**src/mbx_track_pkg.sv**
```systemverilog
package mbx_track_pkg;

  // Register byte offsets
  localparam logic [11:0] OFS_READ_STATUS_0   = 12'h000;
  localparam logic [11:0] OFS_READ_STATUS_1   = 12'h004;
  localparam logic [11:0] OFS_READ_STATUS_2   = 12'h008;
  localparam logic [11:0] OFS_READ_STATUS_3   = 12'h00c;
  localparam logic [11:0] OFS_TIMEOUT_CTRL_0  = 12'h010;
  localparam logic [11:0] OFS_TIMEOUT_CTRL_1  = 12'h014;
  localparam logic [11:0] OFS_READ_CLEAR      = 12'h018;
  localparam logic [11:0] OFS_IRQ_STATUS      = 12'h01c;
  localparam logic [11:0] OFS_IRQ_CLEAR       = 12'h020;
  localparam logic [11:0] OFS_IRQ_ENABLE      = 12'h024;

  // Mailbox count and per-register slices
  localparam int          MBX_COUNT           = 32;
  localparam int          MBX_IDX_W           = 5;
  localparam int          STS_W               = 8;
  localparam int          STS0_LSB            = 24;
  localparam int          STS1_LSB            = 16;
  localparam int          STS2_LSB            = 8;
  localparam int          STS3_LSB            = 0;

  // Timeout control register layout
  localparam int          TOC_RSVD_BIT        = 7;
  localparam int          TOC_EXPIRED_BIT     = 6;
  localparam int          TOC_EN_BIT          = 5;
  localparam int          TOC_EXP_MSB         = 4;
  localparam int          TOC_EXP_LSB         = 0;
  localparam int          TOC_EXP_W           = 5;
  localparam logic [4:0]  TOC_EXP_RESET       = 5'h00;
  localparam logic        TOC_EN_RESET        = 1'b0;

  // Timer length is base times two to the exponent
  localparam int          TMR_BASE_LOG2       = 7;
  localparam int          TMR_W               = TMR_BASE_LOG2 + 32;
  localparam logic [TMR_W-1:0] TMR_BASE       = 39'h00_0000_0080;
  localparam logic [TMR_W-1:0] TMR_LAST       = 39'h00_0000_0001;

  // Interrupt status layout
  localparam int          IRQ_W               = 3;
  localparam int          IRQ_TIMEOUT0_BIT    = 0;
  localparam int          IRQ_TIMEOUT1_BIT    = 1;
  localparam int          IRQ_MBX_READ_BIT    = 2;
  localparam logic [2:0]  IRQ_RESET           = 3'h0;

  localparam logic [31:0] MBX_RESET           = 32'h0000_0000;
  localparam logic [31:0] MBX_ONE             = 32'h0000_0001;
  localparam logic [31:0] RDATA_ZERO          = 32'h0000_0000;

endpackage : mbx_track_pkg

```
**src/mailbox_read_track_sema_timeout.sv**
```systemverilog
`timescale 1ns/1ps
`default_nettype none
module mailbox_read_track_sema_timeout (
  input  wire logic        pclk,
  input  wire logic        presetn,
  // APB slave
  input  wire logic [11:0] paddr,
  input  wire logic        psel,
  input  wire logic        penable,
  input  wire logic        pwrite,
  input  wire logic [31:0] pwdata,
  output var  logic [31:0] prdata,
  output var  logic        pready,
  output var  logic        pslverr,
  // Mailbox read events from the slave serial port logic
  input  wire logic        mbx_rd_valid,
  input  wire logic [4:0]  mbx_rd_index,
  // Semaphore state and peripheral clock gate
  input  wire logic [1:0]  sema_set,
  input  wire logic        periph_clk_run,
  // Timeout expiry flags and interrupt
  output var  logic [1:0]  timeout_expired_flag,
  output var  logic        irq
);

  // Read tracking
  logic [31:0] mbx_read_ff;
  logic [31:0] nxt_mbx_read;

  // Timeout control fields
  logic [1:0]  to_en_ff;
  logic [1:0]  nxt_to_en;
  logic [4:0]  to_exp0_ff;
  logic [4:0]  nxt_to_exp0;
  logic [4:0]  to_exp1_ff;
  logic [4:0]  nxt_to_exp1;

  // Interrupt status and enable
  logic [mbx_track_pkg::IRQ_W-1:0] irq_sts_ff;
  logic [mbx_track_pkg::IRQ_W-1:0] nxt_irq_sts;
  logic [mbx_track_pkg::IRQ_W-1:0] irq_en_ff;
  logic [mbx_track_pkg::IRQ_W-1:0] nxt_irq_en;

  // Bus answer
  logic [31:0] prdata_ff;
  logic [31:0] nxt_prdata;
  logic        pslverr_ff;
  logic        nxt_pslverr;

  // Timer outputs
  logic [1:0]  tmr_flag;
  logic [1:0]  tmr_pulse;

  // Bus phase decode
  wire         setup_ph;
  wire         wr_acc;
  wire         rd_setup;

  assign setup_ph = psel & ~penable;
  assign wr_acc   = psel & penable & pwrite;
  assign rd_setup = setup_ph & ~pwrite;

  // Address decode
  wire hit_sts0;
  wire hit_sts1;
  wire hit_sts2;
  wire hit_sts3;
  wire hit_toc0;
  wire hit_toc1;
  wire hit_rclr;
  wire hit_ists;
  wire hit_iclr;
  wire hit_ien;
  wire hit_any;

  assign hit_sts0 = (paddr == mbx_track_pkg::OFS_READ_STATUS_0);
  assign hit_sts1 = (paddr == mbx_track_pkg::OFS_READ_STATUS_1);
  assign hit_sts2 = (paddr == mbx_track_pkg::OFS_READ_STATUS_2);
  assign hit_sts3 = (paddr == mbx_track_pkg::OFS_READ_STATUS_3);
  assign hit_toc0 = (paddr == mbx_track_pkg::OFS_TIMEOUT_CTRL_0);
  assign hit_toc1 = (paddr == mbx_track_pkg::OFS_TIMEOUT_CTRL_1);
  assign hit_rclr = (paddr == mbx_track_pkg::OFS_READ_CLEAR);
  assign hit_ists = (paddr == mbx_track_pkg::OFS_IRQ_STATUS);
  assign hit_iclr = (paddr == mbx_track_pkg::OFS_IRQ_CLEAR);
  assign hit_ien  = (paddr == mbx_track_pkg::OFS_IRQ_ENABLE);
  assign hit_any  = hit_sts0 | hit_sts1 | hit_sts2 | hit_sts3 |
                    hit_toc0 | hit_toc1 | hit_rclr | hit_ists |
                    hit_iclr | hit_ien;

  // Register views
  wire [7:0] read_status_0;
  wire [7:0] read_status_1;
  wire [7:0] read_status_2;
  wire [7:0] read_status_3;
  wire [7:0] toc0_view;
  wire [7:0] toc1_view;

  assign read_status_0 =
    mbx_read_ff[mbx_track_pkg::STS0_LSB +: mbx_track_pkg::STS_W];
  assign read_status_1 =
    mbx_read_ff[mbx_track_pkg::STS1_LSB +: mbx_track_pkg::STS_W];
  assign read_status_2 =
    mbx_read_ff[mbx_track_pkg::STS2_LSB +: mbx_track_pkg::STS_W];
  assign read_status_3 =
    mbx_read_ff[mbx_track_pkg::STS3_LSB +: mbx_track_pkg::STS_W];

  // Reserved bit forced low; expiry bit is hardware-owned
  assign toc0_view = {1'b0, tmr_flag[0], to_en_ff[0], to_exp0_ff};
  assign toc1_view = {1'b0, tmr_flag[1], to_en_ff[1], to_exp1_ff};

  // Read-tracking set and clear
  wire [31:0] mbx_set;
  wire [31:0] mbx_clr;

  assign mbx_set = mbx_rd_valid ?
                   (mbx_track_pkg::MBX_ONE << mbx_rd_index) :
                   mbx_track_pkg::MBX_RESET;
  assign mbx_clr = (wr_acc && hit_rclr) ? pwdata :
                   mbx_track_pkg::MBX_RESET;

  // Set wins over a clear in the same cycle
  assign nxt_mbx_read = (mbx_read_ff & ~mbx_clr) | mbx_set;

  // Timeout control writes; bit 6 and bit 7 ignore writes
  wire [4:0] wr_exp;
  wire       wr_en_bit;

  assign wr_exp    = pwdata[mbx_track_pkg::TOC_EXP_MSB:
                            mbx_track_pkg::TOC_EXP_LSB];
  assign wr_en_bit = pwdata[mbx_track_pkg::TOC_EN_BIT];

  assign nxt_to_exp0 = (wr_acc && hit_toc0) ? wr_exp : to_exp0_ff;
  assign nxt_to_exp1 = (wr_acc && hit_toc1) ? wr_exp : to_exp1_ff;
  assign nxt_to_en[0] = (wr_acc && hit_toc0) ? wr_en_bit : to_en_ff[0];
  assign nxt_to_en[1] = (wr_acc && hit_toc1) ? wr_en_bit : to_en_ff[1];

  // Interrupt events: timer expiry only fires while enabled
  wire [mbx_track_pkg::IRQ_W-1:0] irq_evt;
  wire [mbx_track_pkg::IRQ_W-1:0] irq_clr;

  assign irq_evt[mbx_track_pkg::IRQ_TIMEOUT0_BIT] =
    tmr_pulse[0] & to_en_ff[0];
  assign irq_evt[mbx_track_pkg::IRQ_TIMEOUT1_BIT] =
    tmr_pulse[1] & to_en_ff[1];
  assign irq_evt[mbx_track_pkg::IRQ_MBX_READ_BIT] = mbx_rd_valid;

  assign irq_clr = (wr_acc && hit_iclr) ?
                   pwdata[mbx_track_pkg::IRQ_W-1:0] :
                   mbx_track_pkg::IRQ_RESET;

  assign nxt_irq_sts = (irq_sts_ff & ~irq_clr) | irq_evt;
  assign nxt_irq_en  = (wr_acc && hit_ien) ?
                       pwdata[mbx_track_pkg::IRQ_W-1:0] : irq_en_ff;

  // Read mux, captured in the setup cycle
  wire [31:0] rd_mux;

  assign rd_mux =
    hit_sts0 ? {24'h00_0000, read_status_0} :
    hit_sts1 ? {24'h00_0000, read_status_1} :
    hit_sts2 ? {24'h00_0000, read_status_2} :
    hit_sts3 ? {24'h00_0000, read_status_3} :
    hit_toc0 ? {24'h00_0000, toc0_view} :
    hit_toc1 ? {24'h00_0000, toc1_view} :
    hit_ists ? {29'h0000_0000, irq_sts_ff} :
    hit_ien  ? {29'h0000_0000, irq_en_ff} :
    mbx_track_pkg::RDATA_ZERO;

  assign nxt_prdata  = rd_setup ? rd_mux :
                       (setup_ph ? mbx_track_pkg::RDATA_ZERO : prdata_ff);
  assign nxt_pslverr = setup_ph ? ~hit_any : pslverr_ff;

  // Per-semaphore timers
  sema_timeout_timer u_timer0 (
    .pclk                 (pclk),
    .presetn              (presetn),
    .clk_run              (periph_clk_run),
    .enable               (to_en_ff[0]),
    .timeout_exponent     (to_exp0_ff),
    .sema_set             (sema_set[0]),
    .timeout_expired_flag (tmr_flag[0]),
    .expire_pulse         (tmr_pulse[0])
  );

  sema_timeout_timer u_timer1 (
    .pclk                 (pclk),
    .presetn              (presetn),
    .clk_run              (periph_clk_run),
    .enable               (to_en_ff[1]),
    .timeout_exponent     (to_exp1_ff),
    .sema_set             (sema_set[1]),
    .timeout_expired_flag (tmr_flag[1]),
    .expire_pulse         (tmr_pulse[1])
  );

  // State registers
  always_ff @(posedge pclk or negedge presetn) begin
    if (!presetn) begin
      mbx_read_ff <= mbx_track_pkg::MBX_RESET;
    end else begin
      mbx_read_ff <= nxt_mbx_read;
    end
  end

  always_ff @(posedge pclk or negedge presetn) begin
    if (!presetn) begin
      to_en_ff   <= {2{mbx_track_pkg::TOC_EN_RESET}};
      to_exp0_ff <= mbx_track_pkg::TOC_EXP_RESET;
      to_exp1_ff <= mbx_track_pkg::TOC_EXP_RESET;
    end else begin
      to_en_ff   <= nxt_to_en;
      to_exp0_ff <= nxt_to_exp0;
      to_exp1_ff <= nxt_to_exp1;
    end
  end

  always_ff @(posedge pclk or negedge presetn) begin
    if (!presetn) begin
      irq_sts_ff <= mbx_track_pkg::IRQ_RESET;
      irq_en_ff  <= mbx_track_pkg::IRQ_RESET;
    end else begin
      irq_sts_ff <= nxt_irq_sts;
      irq_en_ff  <= nxt_irq_en;
    end
  end

  always_ff @(posedge pclk or negedge presetn) begin
    if (!presetn) begin
      prdata_ff  <= mbx_track_pkg::RDATA_ZERO;
      pslverr_ff <= 1'b0;
    end else begin
      prdata_ff  <= nxt_prdata;
      pslverr_ff <= nxt_pslverr;
    end
  end

  // Zero-wait slave: every access phase completes at once
  assign pready  = 1'b1;
  assign prdata  = prdata_ff;
  assign pslverr = pslverr_ff & psel & penable;

  assign timeout_expired_flag = tmr_flag;
  assign irq = |(irq_sts_ff & irq_en_ff);

endmodule : mailbox_read_track_sema_timeout
`default_nettype wire

```
**src/sema_timeout_timer.sv**
```systemverilog
`timescale 1ns/1ps
`default_nettype none
module sema_timeout_timer (
  input  wire logic       pclk,
  input  wire logic       presetn,
  input  wire logic       clk_run,
  input  wire logic       enable,
  input  wire logic [4:0] timeout_exponent,
  input  wire logic       sema_set,
  output var  logic       timeout_expired_flag,
  output var  logic       expire_pulse
);

  logic [mbx_track_pkg::TMR_W-1:0] cnt_ff;
  logic [mbx_track_pkg::TMR_W-1:0] nxt_cnt;
  logic                            active_ff;
  logic                            nxt_active;
  logic                            flag_ff;
  logic                            nxt_flag;
  logic                            pulse_ff;
  logic                            nxt_pulse;
  logic                            sema_q_ff;

  wire                             sema_rise;
  wire  [mbx_track_pkg::TMR_W-1:0] load_len;

  assign sema_rise = sema_set & ~sema_q_ff;
  assign load_len  = mbx_track_pkg::TMR_BASE << timeout_exponent;

  always_comb begin
    nxt_cnt    = cnt_ff;
    nxt_active = active_ff;
    nxt_flag   = flag_ff;
    nxt_pulse  = 1'b0;
    if (!sema_set) begin
      nxt_active = 1'b0;
      nxt_flag   = 1'b0;
    end else if (sema_rise && clk_run && enable) begin
      // A rise seen while stopped is lost for good
      nxt_cnt    = load_len;
      nxt_active = 1'b1;
    end else if (!enable) begin
      nxt_active = 1'b0;
    end else if (active_ff && clk_run) begin
      if (cnt_ff == mbx_track_pkg::TMR_LAST) begin
        nxt_cnt    = '0;
        nxt_active = 1'b0;
        nxt_flag   = 1'b1;
        nxt_pulse  = 1'b1;
      end else begin
        nxt_cnt = cnt_ff - mbx_track_pkg::TMR_LAST;
      end
    end
  end

  always_ff @(posedge pclk or negedge presetn) begin
    if (!presetn) begin
      cnt_ff    <= '0;
      active_ff <= 1'b0;
      flag_ff   <= 1'b0;
      pulse_ff  <= 1'b0;
      sema_q_ff <= 1'b0;
    end else begin
      cnt_ff    <= nxt_cnt;
      active_ff <= nxt_active;
      flag_ff   <= nxt_flag;
      pulse_ff  <= nxt_pulse;
      sema_q_ff <= sema_set;
    end
  end

  assign timeout_expired_flag = flag_ff;
  assign expire_pulse         = pulse_ff;

endmodule : sema_timeout_timer
`default_nettype wire

```
**config.mk**
```make
export PLATFORM = sky130hd
export DESIGN_NAME = mailbox_read_track_sema_timeout
export DESIGN_NICKNAME = d
export VERILOG_FILES = /design/src/mbx_track_pkg.sv /design/src/mailbox_read_track_sema_timeout.sv /design/src/sema_timeout_timer.sv
export SDC_FILE = /design/constraint.sdc
export NUM_CORES = 1
export LEC_CHECK = 0
export BUFFER_PORTS_ARGS = -buffer_cell sky130_fd_sc_hd__buf_4
export CORE_MARGIN = 2
export CORE_UTILIZATION = 40
export DETAILED_ROUTE_END_ITERATION = 16
export GPL_TIMING_DRIVEN = 0
export PLACE_DENSITY_LB_ADDON = 0.15
export SETUP_SLACK_MARGIN = 0.5
export SLEW_MARGIN = 10
export SYNTH_ARGS = -nofsm -noshare
export SYNTH_HDL_FRONTEND = slang
export SYNTH_SLANG_ARGS = --single-unit
export TNS_END_PERCENT = 1
```
**constraint.sdc**
```tcl
create_clock -name pclk -period 4.01 [get_ports pclk]
set_input_delay 0.2005 -clock pclk [delete_from_list [all_inputs] [get_ports pclk]]
set_output_delay 0.2005 -clock pclk [all_outputs]
set_load 0.05 [all_outputs]
```
==> flow_summary.ini <==
[setup_path]
cp-startpoint = u_timer0.cnt_ff[7]$_DFFE_PN0P_
cpMostUsedCell = nor4_2
slowest_delay_ns = 0.90
start_kind = register
path_buf_inv = 1
reg2reg_from = u_timer0.cnt_ff[7]$_DFFE_PN0P_
worstPathArrival_ns = 3.67
cp_slowest_cell = nor4_2
critical_path.top_delay_family = simple AND/OR/NAND/NOR gates
critPathRequiredTime_ns = 4.32
cp-end-kind = register
cp_max_fo = 10
criticalPathCategory = register to register
cp_cell_sequence = nor4_2, nand4_1, clkbuf_1, nor4_2, o21ai_0, a311o_1

[clock_network]
numCtsBuffers = 17
cts.sinks = 145
clock-root-buffer = clkbuf_16
ctsLongestPathBuffers = 2
cts_tree = done
postCtsSetupBuffers = 0
clock_latency_ns = 0.43
cts.reportedPaths.clkPinSlew_ns = 0.07
htree_levels = 4

[finish]
syn2layout_area_growth_pct = 17.87
stdcell_count = 1424
drive_gt1_frac = 0.1608
diodes = 0
nets = 1193

[yosys]
ys_ff_latch = 145
synthFlopType = dfrtp_1
avgSynthCellArea_um2 = 8.835
synth_top_area_share = 0.4038
synthArstFlopShare = 1.000
synth_top_area_cell = dfrtp_1
yosys_warnings = 0
synth-edff-count = 0
synthTopCellsByArea = dfrtp_1, nand2_1, nor2_1
synth_cell_types = 72
synth_cells = 1017
ys_seq_area_frac = 0.4038
syn_area_um2 = 8985

[route]
avgViaCountPerCell = 6.179
drt.antenna.violating_nets = 0
wl_um = 29450
dr.pass1.iters = 8
vias = 8799
wl_per_cell_um = 20.68
drc = 0
drt-initial-drc-count = 887

[hold_path]
min_path_type = input port to register
worstHoldStart = mbx_rd_valid

[timing]
finalHoldViolCount = 0
slew_viol_final = 0
clock_skew_ns = 0.01486
slew_headroom = 0.2458
finalCritPeriodShare = 0.8387
setup_viol = 0
rsz0062_at_grt = true
max_freq_ghz = 0.2973
finalSetupTns_ns = 0
min_period_ns = 3.363
worst-slew-pin-transition_ns = 1.121

[place]
portBuffers = 67
dp_cells = 1389
gp_congestion = 0.9488
hpwl_um = 20990

[grt]
grt_usage = 0.2505
overflow = 0
grt_pass1_vias = 8278
antenna_found_initial = 0
grt_max_degree = 101
grt_pass1_wl_um = 46860

[job]
maxCapViolations = 0

[die]
coreArea_um2 = 21960
io-pin-count = 95
fp.dieW_um = 153.9
start_util = 0.4092
die-area_um2 = 23680
die_y_um = 153.9
rows = 54

[power_and_ir_drop]
p_per_area_nw_per_um2 = 332.2
peakVddDrop_v = 0.0002324
p_leak_uw = 0.004412

[run_status]
outcome = finished clean
cells in the final DEF (no fill, tap or decap), drive strengths merged, types with 13 or more instances in the layout:
cell / count
dfrtp: 145
nand2: 120
buf: 113
nor2: 85
clkbuf: 65
nand3: 39
nor3: 39
nor4: 39
o21ai: 37
nand4: 36
o2bb2ai: 35
a21oi: 28
conb: 25
mux2i: 23
or4: 20
inv: 19
or3: 18
mux2: 17
a22oi: 15
nand2b: 14
a31oi: 14
o31ai: 13
worst paths after layout:
kind                                                   end  slack (ns)  cells past startpoint
hold / removal                     irq_sts_ff[2]$_DFF_PN0_        0.02                      2
max in group asynchronous  u_timer1.cnt_ff[20]$_DFFE_PN0P_        2.92                      3
setup reg to reg           u_timer0.cnt_ff[15]$_DFFE_PN0P_        0.65                      6
setup / recovery           u_timer0.cnt_ff[15]$_DFFE_PN0P_        0.65                      6
min in group asynchronous  u_timer0.cnt_ff[12]$_DFFE_PN0P_        0.25                      2
hold reg to reg                      prdata[4]$_DFFE_PN0P_        0.49                      2
cell usage after synthesis, types with 5 or more instances:
master / n
o211ai_1: 9
nor2_1: 85
nor4b_1: 8
clkbuf_1: 48
a211o_1: 10
nor3_1: 39
o311ai_0: 8
and3_1: 5
nand4b_1: 5
o31ai_1: 13
o22ai_1: 9
a221o_1: 6
nand3_1: 39
o2bb2ai_1: 35
or2_2: 9
or4_1: 17
inv_1: 13
nand4_1: 36
buf_4: 27
mux2i_1: 23
nand2_1: 120
o41ai_1: 5
o21ai_0: 37
and4_1: 11
nor3b_1: 6
o221ai_1: 12
mux2_2: 17
buf_1: 6
a31oi_1: 14
dfrtp_1: 145
buf_2: 7
nor4_1: 35
nor2b_1: 9
nand2b_1: 14
a21oi_1: 28
or3_1: 16
a22oi_1: 15
cell type report:
cell class / count / area, um^2
Tap cell: 280 / 350.3
Fill cell: 2147 / 11370
Timing Repair Buffer: 72 / 573.1
Buffer: 93 / 494.2
Inverter: 13 / 48.80
Multi-Input combinational cell: 789 / 4917
Clock buffer: 17 / 425.4
Sequential cell: 145 / 3628
Clock inverter: 15 / 152.6
routing by layer:
layer | vias up | track usage | share of wire
li1 | 4086 | - | -
met1 | 4261 | 0.3600 | 0.46
met2 | 390 | 0.3767 | 0.44
met3 | 62 | 0.04820 | 0.074
met4 | 0 | 0.09079 | 0.024
met5 | - | 0 | 0
registers in the layout (all words and copies together), names as in the netlist:
register                       flops
u_timer0.cnt_ff                   39
u_timer1.cnt_ff                   39
mbx_read_ff                       32
prdata                             8
to_exp0_ff                         5
to_exp1_ff                         5
irq_en_ff                          3
irq_sts_ff                         3
to_en_ff                           2
pslverr_ff                         1
u_timer0.active_ff                 1
u_timer0.expire_pulse              1
u_timer0.sema_q_ff                 1
u_timer0.timeout_expired_flag      1
u_timer1.active_ff                 1
u_timer1.expire_pulse              1
u_timer1.sema_q_ff                 1
u_timer1.timeout_expired_flag      1
kinds of logic after synthesis:
group / Yosys count / share of synthesized area
muxes: 41 / 0.04944
AOI/OAI and AO/OA: 247 / 0.2032
and+or+nand+nor: 471 / 0.2757
DFF: 145 / 0.4038
buffers and inverters: 106 / 0.06044
other: 2 / 0.0008358
xor gates and xnor gates: 1 / 0.0009750
adders and majority gates: 4 / 0.005570
stage by stage:
stage	total power (uW)	setup WS (ns)	util	instance area, um^2	hold WS, ns
finish	3518	0.6468	0.4823	10590	0.02123
global route	3638	0.4463	0.4823	10590	0.006050
CTS	3542	0.6866	0.4818	10580	0.0007192
detailed placement	1948	0.7338	0.4541	9971	0.1240
global placement	1942	0.7040	0.4520	9925	0.3680
floorplan	1806	1.501	-	9071	-0.09509
repair_timing:
action	CTS	global route
endpoints found under the hold margin	47	0
hold buffers	3	0
gates resized for setup	0	1
setup endpoints to repair	0	15
power breakdown:
| part | total, uW | switching, uW | internal (uW) | leakage, uW |
|---|---|---|---|---|
| clock | 1590 | 718 | 872 | 0.000274 |
| combinational | 333 | 187 | 147 | 0.00227 |
| sequential | 1590 | 54.7 | 1540 | 0.00186 |
| total | 3520 | 960 | 2560 | 0.00441 |
(Power assumes the default switching activity.)
